**src/design/reg_field_defines.vh**
```
`ifndef REG_FIELD_DEFINES_VH
`define REG_FIELD_DEFINES_VH

// field access behaviours
`define ACC_HW_INIT 3'h0
`define ACC_READ_CLEAR 3'h1
`define ACC_READ_CLEAR_WR 3'h2
`define ACC_READ_ONLY 3'h3
`define ACC_READ_WRITE 3'h4
`define ACC_W1C 3'h5
`define ACC_WR_UNLOCKED 3'h6

// reset classes
`define RCLASS_PLAIN 2'h0
`define RCLASS_STICKY 2'h1
`define RCLASS_SW_PERSIST 2'h2

// field indices (the access address)
`define FLD_HW_INIT 3'h0
`define FLD_READ_CLEAR 3'h1
`define FLD_READ_CLEAR_WR 3'h2
`define FLD_READ_ONLY 3'h3
`define FLD_READ_WRITE 3'h4
`define FLD_W1C 3'h5
`define FLD_WR_UNLOCKED 3'h6
`define FLD_SW_CTRL 3'h7

// bit position of the unlock bit inside the switch control field
`define UNLOCK_BIT 0

// initial values
`define INIT_ZERO 8'h00
`define INIT_RW 8'h00
`define INIT_WR_UNLOCKED 8'h00
`define INIT_SW_CTRL 8'h00

// access sources
`define SRC_EEPROM 2'h0
`define SRC_ROOT 2'h1
`define SRC_MGMT 2'h2

`endif

```
**src/design/access_arbiter.v**
```verilog
`include "reg_field_defines.vh"
`default_nettype none

// picks one of three access sources; the eeprom loader first, then root, then management
module access_arbiter (
  // requests, already gated by the caller
  input wire [2:0] req,
  // choice
  output reg take,
  output reg [1:0] src
);

  // fixed priority: the loader runs at start-up and must not be starved
  always @*
  begin
    take = 1'b1;
    src = `SRC_EEPROM;
    if (req[0])
      src = `SRC_EEPROM;
    else if (req[1])
      src = `SRC_ROOT;
    else if (req[2])
      src = `SRC_MGMT;
    else
      take = 1'b0;
  end

endmodule // access_arbiter

`default_nettype wire

```
**src/design/reg_field_cell.v**
```verilog
`include "reg_field_defines.vh"
`default_nettype none

// one 8-bit field whose access behaviour and reset class are parameters
module reg_field_cell #(
  parameter [2:0] ACCESS = `ACC_READ_WRITE,
  parameter [1:0] RCLASS = `RCLASS_PLAIN,
  parameter [7:0] INIT = `INIT_ZERO
) (
  // clock and resets
  input wire clk,
  input wire srst,
  input wire sw_fund_rst,
  input wire part_fund_rst,
  input wire other_rst,
  // access
  input wire wr_en,
  input wire rd_en,
  input wire [7:0] wdata,
  input wire from_eeprom,
  input wire unlock,
  // hardware side
  input wire [7:0] strap_val,
  input wire [7:0] hw_set,
  input wire [7:0] hw_val,
  // value
  output reg [7:0] value_q
);

  reg [7:0] value_d;
  wire rst_hit;
  wire [7:0] init_val;

  ////////////////////////////////////////////////////////////////////////
  // reset selection
  assign rst_hit = srst | sw_fund_rst
                 | (part_fund_rst & (RCLASS != `RCLASS_SW_PERSIST))
                 | (other_rst & (RCLASS == `RCLASS_PLAIN));
  assign init_val = (ACCESS == `ACC_HW_INIT) ? strap_val : INIT;

  ////////////////////////////////////////////////////////////////////////
  // next value per access behaviour; hardware sets are or-ed last so a set wins
  always @*
  begin
    value_d = value_q;
    case (ACCESS)
      `ACC_HW_INIT:
        if (wr_en & from_eeprom)
          value_d = wdata;
      `ACC_READ_CLEAR:
        value_d = (rd_en ? 8'h00 : value_q) | hw_set;
      `ACC_READ_CLEAR_WR:
        value_d = (wr_en ? wdata : (rd_en ? 8'h00 : value_q)) | hw_set;
      `ACC_READ_ONLY:
        value_d = hw_val;
      `ACC_READ_WRITE:
        if (wr_en)
          value_d = wdata;
      `ACC_W1C:
        value_d = (value_q & ~(wr_en ? wdata : 8'h00)) | hw_set;
      `ACC_WR_UNLOCKED:
        if (wr_en & unlock)
          value_d = wdata;
      default:
        value_d = value_q;
    endcase
  end

  // reset is synchronous, so a strap value may be loaded here
  always @(posedge clk)
  begin
    if (rst_hit)
      value_q <= init_val;
    else
      value_q <= value_d;
  end

endmodule // reg_field_cell

`default_nettype wire

```
**src/design/reg_field_bank.v**
```verilog
`include "reg_field_defines.vh"
`default_nettype none

// Behaviour
// - all three sources obey identical field behaviour, except the strap-loaded field, which only the eeprom loader writes
// - strap-loaded field, eeprom-writable, then reset only
// - read-clear field returns value, then zeroes
// - writes to read-clear field ignored
// - read-clear-writable: read zeroes, write loads
// - read-only field follows hardware, ignores writes
// - read-write field reads last written value
// - one-to-clear: zero keeps, one clears
// - one-to-clear set only by hardware
// - unlocked field writable only when unlock set
// - unlocked field survives all but switch fundamental
// - sticky cleared by switch or partition fundamental
// - switch-persistent cleared by switch fundamental only
module reg_field_bank (
  // clock and reset
  input wire clk,
  input wire srst,
  // reset requests, one-cycle or level, active high
  input wire sw_fund_rst,
  input wire part_fund_rst,
  input wire other_rst,
  // root configuration access
  input wire root_req,
  input wire root_wr,
  input wire [2:0] root_addr,
  input wire [7:0] root_wdata,
  // management port access
  input wire mgmt_req,
  input wire mgmt_wr,
  input wire [2:0] mgmt_addr,
  input wire [7:0] mgmt_wdata,
  // eeprom loader access
  input wire eep_req,
  input wire eep_wr,
  input wire [2:0] eep_addr,
  input wire [7:0] eep_wdata,
  // hardware side
  input wire [7:0] strap_val,
  input wire [7:0] rc_hw_set,
  input wire [7:0] rcw_hw_set,
  input wire [7:0] w1c_hw_set,
  input wire [7:0] status_val,
  // answers
  output reg [2:0] ack_q,
  output reg rvalid_q,
  output reg [1:0] rsrc_q,
  output reg [7:0] rdata_q,
  // field values for the rest of the switch
  output wire [7:0] rw_value,
  output wire [7:0] ctrl_value,
  output wire [7:0] unlocked_value
);

  ////////////////////////////////////////////////////////////////////////
  // field table

  function [2:0] acc_of;
    input integer idx;
    begin
      case (idx)
        0: acc_of = `ACC_HW_INIT;
        1: acc_of = `ACC_READ_CLEAR;
        2: acc_of = `ACC_READ_CLEAR_WR;
        3: acc_of = `ACC_READ_ONLY;
        4: acc_of = `ACC_READ_WRITE;
        5: acc_of = `ACC_W1C;
        6: acc_of = `ACC_WR_UNLOCKED;
        default: acc_of = `ACC_READ_WRITE;
      endcase
    end
  endfunction

  // the lock field itself is forced switch-persistent; error flags are sticky
  function [1:0] class_of;
    input integer idx;
    begin
      case (idx)
        1: class_of = `RCLASS_STICKY;
        5: class_of = `RCLASS_STICKY;
        6: class_of = `RCLASS_SW_PERSIST;
        7: class_of = `RCLASS_SW_PERSIST;
        default: class_of = `RCLASS_PLAIN;
      endcase
    end
  endfunction

  function [7:0] init_of;
    input integer idx;
    begin
      case (idx)
        4: init_of = `INIT_RW;
        6: init_of = `INIT_WR_UNLOCKED;
        7: init_of = `INIT_SW_CTRL;
        default: init_of = `INIT_ZERO;
      endcase
    end
  endfunction

  ////////////////////////////////////////////////////////////////////////
  // source selection

  wire [2:0] req_vec;
  wire take;
  wire [1:0] src;
  reg sel_wr;
  reg [2:0] sel_addr;
  reg [7:0] sel_wdata;
  wire [63:0] field_bus;
  wire [63:0] hw_set_bus;
  wire unlock;

  // a source is not retaken in the cycle its acknowledge shows
  assign req_vec = {mgmt_req & ~ack_q[2], root_req & ~ack_q[1], eep_req & ~ack_q[0]};

  access_arbiter u_arb (
    .req(req_vec),
    .take(take),
    .src(src)
  );

  // one shared access path; only the strap-loaded field sees which source it is, and takes writes from the loader alone
  always @*
  begin
    sel_wr = eep_wr;
    sel_addr = eep_addr;
    sel_wdata = eep_wdata;
    case (src)
      `SRC_ROOT:
      begin
        sel_wr = root_wr;
        sel_addr = root_addr;
        sel_wdata = root_wdata;
      end
      `SRC_MGMT:
      begin
        sel_wr = mgmt_wr;
        sel_addr = mgmt_addr;
        sel_wdata = mgmt_wdata;
      end
      default:
      begin
        sel_wr = eep_wr;
        sel_addr = eep_addr;
        sel_wdata = eep_wdata;
      end
    endcase
  end

  ////////////////////////////////////////////////////////////////////////
  // fields

  assign hw_set_bus = {8'h00, 8'h00, w1c_hw_set, 8'h00, 8'h00, rcw_hw_set, rc_hw_set, 8'h00};
  assign unlock = field_bus[`FLD_SW_CTRL * 8 + `UNLOCK_BIT];

  genvar gi;
  generate
    for (gi = 0; gi < 8; gi = gi + 1)
    begin : g_field
      // field index at the address width, so the compare keeps its size
      localparam [2:0] IDX = gi;
      wire hit;
      assign hit = take & (sel_addr == IDX);
      reg_field_cell #(
        .ACCESS(acc_of(gi)),
        .RCLASS(class_of(gi)),
        .INIT(init_of(gi))
      ) u_cell (
        .clk(clk),
        .srst(srst),
        .sw_fund_rst(sw_fund_rst),
        .part_fund_rst(part_fund_rst),
        .other_rst(other_rst),
        .wr_en(hit & sel_wr),
        .rd_en(hit & ~sel_wr),
        .wdata(sel_wdata),
        .from_eeprom(src == `SRC_EEPROM),
        .unlock(unlock),
        .strap_val(strap_val),
        .hw_set(hw_set_bus[gi * 8 +: 8]),
        .hw_val(status_val),
        .value_q(field_bus[gi * 8 +: 8])
      );
    end
  endgenerate

  assign rw_value = field_bus[`FLD_READ_WRITE * 8 +: 8];
  assign ctrl_value = field_bus[`FLD_SW_CTRL * 8 +: 8];
  assign unlocked_value = field_bus[`FLD_WR_UNLOCKED * 8 +: 8];

  ////////////////////////////////////////////////////////////////////////
  // answers: read data is the value before any read-clear takes effect

  always @(posedge clk)
  begin
    if (srst)
    begin
      ack_q <= 3'h0;
      rvalid_q <= 1'b0;
      rsrc_q <= `SRC_EEPROM;
      rdata_q <= 8'h00;
    end
    else
    begin
      ack_q <= 3'h0;
      rvalid_q <= 1'b0;
      if (take)
      begin
        ack_q[src] <= 1'b1;
        rsrc_q <= src;
        if (!sel_wr)
        begin
          rvalid_q <= 1'b1;
          rdata_q <= field_bus[sel_addr * 8 +: 8];
        end
      end
    end
  end

endmodule // reg_field_bank

`default_nettype wire

```
**config.mk**
```make
export PLATFORM = sky130hd
export DESIGN_NAME = reg_field_bank
export DESIGN_NICKNAME = d
export VERILOG_FILES = /design/src/design/access_arbiter.v /design/src/design/reg_field_cell.v /design/src/design/reg_field_bank.v
export VERILOG_INCLUDE_DIRS = /design/src /design/src/design
export SDC_FILE = /design/constraint.sdc
export NUM_CORES = 1
export LEC_CHECK = 0
export ABC_AREA = 1
export BUFFER_PORTS_ARGS = -buffer_cell sky130_fd_sc_hd__buf_2
export CAP_MARGIN = 20
export CORE_MARGIN = 4
export CORE_UTILIZATION = 56
export DETAILED_ROUTE_END_ITERATION = 6
export PLACE_DENSITY = 0.91
export SETUP_SLACK_MARGIN = 0.3
export SYNTH_ARGS = -nofsm -noshare
export SYNTH_HDL_FRONTEND = slang
export SYNTH_SLANG_ARGS = --single-unit
```
**constraint.sdc**
```tcl
create_clock -name clk -period 4 [get_ports clk]
set_clock_uncertainty 0.15 [all_clocks]
set_input_delay 0.6 -clock clk [delete_from_list [all_inputs] [get_ports clk]]
set_output_delay 0.6 -clock clk [all_outputs]
set_load 0.1 [all_outputs]
```
==> impl_metrics.toml, run 1 <==
[run]
cap_violations = 0

[routing]
ant_nets = 0
met3_length_um = 1200
wl_met1_um = 4948
vias_per_cell = 5.401
drc = 0
wl_met2_um = 5796
drt-initial-drc-count = 386
wire_per_inst_um = 16.09
top_layer = "met4"
num_vias = 4148
routed_wl_um = 12360
dr.pass1.iters = 5

[cts]
clk_pin_slew_worst_paths_ns = 0.08
htreeDepth = 3
cts.sinks = 78
numCtsBuffers = 9
ctsResizeCount = 0
clkLatencyLatePin_ns = 0.35
cts_hold_buffers = 0
cts_root_buffer = "clkbuf_8"
cts_setup_buffers = 0
cts_tree = "done"
cts_buffer_depth = 2

[synth]
yosysWarningCount = 0
synth_top_area_share_pct = 34.49
yosysTopAreaCell = "dfxtp_1"
synth_cell_types = 30
syn_nets = 655
ys_seq_elements = 78
synth_area_leaders = "dfxtp_1, nand2_1, nor2_1, edfxtp_1, nand3_1"
syn_area_mm2 = 0.004063
syn_inst = 571
seq_area_frac_synth_pct = 40.41
synth.avg_cell_area_um2 = 7.115

[grt]
grt_max_degree = 25
grt.overflow.total = 0
grt_pass1_vias = 3877
antenna_found_initial = 0
grt_use_total_pct = 28.50
grt_pass1_wl_um = 19220

[placement]
port-buffer-count = 121
dp_slack_ns = 1.015
gp_congestion = 0.9661
dp_hpwl_um = 9366

[setup_path]
cp.required_ns = 4.09
cp-start-kind = "input port"
cp.arrival_ns = 2.79
r2r-end = "g_field[1].u_cell.value_q[3]"
setup.worst_path.end_class = "register"
reg2reg_from = "ack_q[0]"
ff2ff_setup_slack_ns = 1.31
critPathMaxFanout = 23
setup.worst_path.class = "in2reg"
worstRegToRegCells = 9

[die]
start_util_pct = 58.82
core_mm2 = 0.006907
ios = 122
die_h_um = 93.18
die_x_um = 93.18
die_area_mm2 = 0.008682
rows = 30

[sta]
finalHoldViolations = 0
period_share_pct = 67.41
fin_setup_tns_ns = 0
slew_viol_final = 0
setup-violations-final = 0
layout_setup_ws_ns = 1.303
relSlewSlack_pct = 50.13
tightest_slew_ns = 0.7453
period_needed_ns = 2.697
timing.fmax_mhz = 370.8
rsz0062_at_grt = "no"

[status]
status = "finished, final reports clean"

[finish]
nets = 751
insertedDiodeCount = 0
drive_gt1_share_pct = 27.23
fillers = 631
mostFrequentLayoutCells = "nand2_1, buf_2, nor2_1, dfxtp_1, nand3_1"
syn2layout_area_growth_pct = 17.43
final_common_cell = "nand2_1"

[min_path]
worstHoldStart = "status_val[6]"
hold_depth = 3
whs_endpoint = "g_field[3].u_cell.value_q[6]"
hold_class = "in2reg"

[power]
total_power_mw = 1.933
power_leakage_nw = 2.351
p_per_area_mw_per_mm2 = 405.1
vdd.ir_drop.worst_v = 0.0001749
[cell usage after synthesis]
master	instances
nor2_4	8
clkbuf_1	7
buf_1	1
nand3_4	4
inv_2	6
nor2_2	3
clkinv_1	1
a21oi_1	38
a21oi_2	1
inv_4	1
dfxtp_1	70
inv_1	31
nand3_1	39
buf_4	26
nand4_2	1
buf_2	5
o21ai_0	28
nor3_1	2
and2b_1	1
nand2_2	7
o21ai_4	1
o21a_1	1
nand4_1	16
edfxtp_1	8
clkinv_2	2
nor2_8	3
nor2_1	83
o21ai_1	4
nand2_4	8
nand2_1	165
[final cells by class]
type                            count  area, um2  area share, %
Clock buffer                       12      156.4          3.278
Clock inverter                      4      53.80          1.128
Inverter                           41      158.9          3.331
Multi-Input combinational cell    413       2012          42.17
Sequential cell                    78       1642          34.41
Tap cell                           96      120.1          2.518
Timing Repair Buffer              124      628.1          13.17
[flip-flops by register name, summed over array words and instances (netlist names)]
| name | flops |
|---|---|
| rvalid_q | 1 |
| rdata_q | 8 |
| ack_q | 3 |
| rsrc_q | 2 |
| g_field.u_cell.value_q | 64 |
[per-layer routing]
layer,vias to the layer above,global-route usage (%)
met4,0,12.09
met2,242,46.37
met5,-,0
met1,1860,36.94
li1,2004,-
met3,42,5.471
[cell families (layout without fill, tap and decap cells)]
family / count (synthesis) / after routing / share of synthesized area (%)
and+or+nand+nor: 340 / 340 / 40.10
AOI/OAI and AO/OA: 73 / 73 / 9.424
DFF: 78 / 78 / 40.41
buffers and inverters: 80 / 181 / 10.07
[through the flow]
| step | area, um2 | utilization, % | cells | hold WS [ns] |
|---|---|---|---|---|
| 2_1_floorplan | 4063 | - | 571 | 0.2892 |
| 3_3_place_gp | 4561 | 66.03 | 752 | 0.3005 |
| 3_5_place_dp | 4561 | 66.03 | 752 | 0.3047 |
| 4_1_cts | 4771 | 69.08 | 768 | 0.3028 |
| 5_1_grt | 4771 | 69.08 | 768 | 0.3155 |
| 6_report | 4771 | 69.08 | 768 | 0.3076 |
[where the power goes]
| part | internal (mW) | switching, mW |
|---|---|---|
| combinational | 0.115 | 0.359 |
| sequential | 0.820 | 0.0153 |
| clock | 0.328 | 0.295 |
[critical path: stages]
cell     delay (ns)
buf_2          0.08
inv_1          0.05
nor2_4         0.16
nand4_2        0.48
nand3_4        0.51
inv_4          0.13
nor2_4         0.34
nand2_2        0.19
a21oi_1        0.20
nor2_1         0.05
[how the worst max path moves through the flow]
| stage | from | end | slack (ns) | cells past startpoint |
|---|---|---|---|---|
| 2_1_floorplan | ack_q[0] | g_field[0].u_cell.value_q[0] | 1.27 | 10 |
| 3_3_place_gp | mgmt_req | g_field[1].u_cell.value_q[5] | 1.16 | 10 |
| 3_5_place_dp | mgmt_req | g_field[1].u_cell.value_q[3] | 1.01 | 10 |
| 4_1_cts | mgmt_req | g_field[1].u_cell.value_q[3] | 1.36 | 10 |
| 5_1_grt | mgmt_req | g_field[1].u_cell.value_q[3] | 1.14 | 10 |
| 6_report | mgmt_req | g_field[1].u_cell.value_q[3] | 1.30 | 10 |
Note: power is estimated with default switching activity, not from simulation.
==> run 2: changes to the inputs <==
--- a/config.mk
+++ b/config.mk
@@ -6,13 +6,13 @@
 export SDC_FILE = /design/constraint.sdc
 export NUM_CORES = 1
 export LEC_CHECK = 0
-export ABC_AREA = 1
+export ABC_AREA = 0
 export BUFFER_PORTS_ARGS = -buffer_cell sky130_fd_sc_hd__buf_2
 export CAP_MARGIN = 20
 export CORE_MARGIN = 4
-export CORE_UTILIZATION = 56
+export CORE_UTILIZATION = 52
 export DETAILED_ROUTE_END_ITERATION = 6
-export PLACE_DENSITY = 0.91
+export PLACE_DENSITY = 0.86
 export SETUP_SLACK_MARGIN = 0.3
 export SYNTH_ARGS = -nofsm -noshare
 export SYNTH_HDL_FRONTEND = slang
==> constraint.sdc (replaced) <==
create_clock -name clk -period 2.73 [get_ports clk]
set_clock_uncertainty 0.15 [all_clocks]
set_input_delay 0.4095 -clock clk [delete_from_list [all_inputs] [get_ports clk]]
set_output_delay 0.4095 -clock clk [all_outputs]
set_load 0.1 [all_outputs]
==> run 2 against run 1 <==
- the run now ends with design-rule violations left
- synthesized cell count decreased by 22%
- clock-buffer cell count is 2 higher
- critical path depth fell by 4
- via count fell by 6.7%
- combinational power rose by 41%
- flip-flop and latch count unchanged
- final cell count decreased by 14%
- first-iteration DRC count increased by 2.1%
- total power up 48%
- worst setup slack got worse by 0.98 ns
- global-route usage fell by 2.3 points
- highest routed layer unchanged
==> impl_metrics.toml, run 2 <==
[status]
status = "finished with violations"
violations = "design-rule violations"

[min_path]
hold_class = "in2reg"

[sta]
relSlewSlack_pct = 52.94
period_share_pct = 88.27
period_needed_ns = 2.410
timing.fmax_mhz = 415.0
slew_viol_final = 0
rsz0062_at_grt = "yes"
tightest_slew_ns = 0.6999
finalHoldViolations = 0
setup-violations-final = 0
layout_setup_ws_ns = 0.3203

[finish]
reg_top3 = "g_field.u_cell.value_q x64, rdata_q x8, ack_q x3"
mostFrequentLayoutCells = "buf_2, dfxtp_1, nand2_1, nor2_1, mux2i_1"
stdcell_count = 663
syn2layout_area_growth_pct = 23.33
largest_reg_flops = 64
final_common_cell = "buf_2"
regMostFlops = "g_field.u_cell.value_q"
final_util_pct = 67.15
insertedDiodeCount = 0
drive_gt1_share_pct = 35.11
nets = 643

[routing]
dr.pass1.iters = 7
drt-initial-drc-count = 394
drc = 17
routed_wl_um = 12080
num_vias = 3871
wire_per_inst_um = 18.22
ant_nets = 0
vias_per_cell = 5.839

[cts]
cts_buffer_depth = 2
cts_hold_buffers = 0
cts_root_buffer = "clkbuf_8"
cts_tree = "done"
clk_pin_slew_worst_paths_ns = 0.08
numCtsBuffers = 9
clkLatencyLatePin_ns = 0.36
htreeDepth = 3
cts.sinks = 78

[synth]
synthTopCellsByCount = "dfxtp_1, nand2_1, nor2_1"
synth_area_leaders = "dfxtp_1, mux2i_1, edfxtp_1, buf_4, nand2_1"
syn_inst = 445
synth_cell_types = 54
synth_top_area_share_pct = 34.74
synth.avg_cell_area_um2 = 9.065
yosys_most_used_dff = "dfxtp_1"
yosysTopAreaCell = "dfxtp_1"
synthArstFlopShare_pct = 0
ys_seq_elements = 78
yosysWarningCount = 0
syn_nets = 529
syn_area_mm2 = 0.004034
seq_area_frac_synth_pct = 40.69
synth_most_common_cell = "dfxtp_1"
synth_edf_count = 8

[setup_path]
slowest_stage = "a222oi_1"
critPathMaxFanout = 17
critPathBufInv = 0
critPathMaxStageDelay_ns = 0.46
cp-start-kind = "register"
setup.worst_path.class = "reg2reg"
path_cells = "nand2b_4 -> a21oi_2 -> o22a_4 -> mux2_1 -> a222oi_1 -> a211oi_1"
cp.arrival_ns = 2.49
cp.required_ns = 2.81
critPathTopFamily = "compound AO/OA/AOI/OAI gates"
setup.worst_path.end_class = "register"

[die]
rows = 31
core_mm2 = 0.007408
start_util_pct = 54.45
die_x_um = 96.08
die_area_mm2 = 0.009230
ios = 122
die_h_um = 96.08

[power]
p_per_area_mw_per_mm2 = 576.3
vdd.ir_drop.worst_v = 0.0002504
total_power_mw = 2.867
power_leakage_nw = 2.457

[grt]
grt_pass1_vias = 3733
grt_pass1_wl_um = 18170
grt_use_total_pct = 26.22
antenna_found_initial = 0
grt_max_degree = 20
grt.overflow.total = 0

[placement]
dp_slack_ns = -0.06660
gp_congestion = 0.9678
dp_cells = 645
dp_hpwl_um = 9232
port-buffer-count = 121

[run]
cap_violations = 0
## run 2: cell count changes in the layout (fill, tap and decap cells not counted), sizes merged, moves of 9 or more
| cell | change |
|---|---|
| nand3 | -37 |
| nor2 | -55 |
| buf | +26 |
| inv | -20 |
| nand2 | -135 |
| o21ai | -15 |
| a31oi | +20 |
| or3b | +9 |
| mux2i | +39 |
| mux2 | +19 |
| a21oi | -11 |
| nand4 | -16 |
## run 2: metrics by stage
stage | cell area, um2 | hold WS [ns] | setup TNS [ns]
2_1_floorplan | 4045 | 0.2939 | 0
3_3_place_gp | 4682 | 0.3092 | -0.007550
3_5_place_dp | 4682 | 0.3193 | -0.5508
4_1_cts | 4941 | 0.1029 | 0
5_1_grt | 4975 | 0.1049 | 0
6_report | 4975 | 0.1013 | 0
## run 2: layout make-up
type / count / area, um2
fill: 596 / 2434
multi-input combinational: 302 / 2066
sequential: 78 / 1653
timing repair buffer: 150 / 835.8
clock buffer: 14 / 193.9
tap: 99 / 123.9
inverter: 18 / 67.56
clock inverter: 2 / 35.03
## run 2: repair_timing
item	4_1_cts	5_1_grt
setup endpoints to repair	40	24
resized for setup	2	6
pin swaps	1	0
buffers inserted	2	0
## run 2: layer usage
layer	vias to the layer above	track usage [%]	share of wire (%)
met5	-	0	0
met2	228	44.05	48
met1	1818	30.80	39
li1	1781	-	-
met4	0	13.86	3.7
met3	44	6.255	10
## run 2: cells by family (layout without fill, tap and decap cells)
kind of cell    Yosys count  count (layout)  share of synthesized area (%)
simple gates            148             148                          18.80
buf+inv                  65             184                          9.057
flops                    78              78                          40.69
mux                      58              58                          14.98
compound gates           96              96                          16.47
## run 2: path summary, 6_finish.rpt
| check | start | endpoint | slack (ns) | depth (start not counted) |
|---|---|---|---|---|
| worst min register to register | g_field[1].u_cell.value_q[4] | g_field[1].u_cell.value_q[4] | 0.33 | 2 |
| worst min-delay path | status_val[1] | g_field[3].u_cell.value_q[1] | 0.10 | 2 |
| worst max register to register | ack_q[1] | rdata_q[7] | 0.32 | 6 |
| worst max-delay path | ack_q[1] | rdata_q[7] | 0.32 | 6 |
## run 2: power by group
part	switching, mW	leakage (nW)	internal (mW)	total [mW]
sequential	0.0224	0.655	1.20	1.22
combinational	0.436	1.68	0.233	0.669
clock	0.426	0.118	0.552	0.978
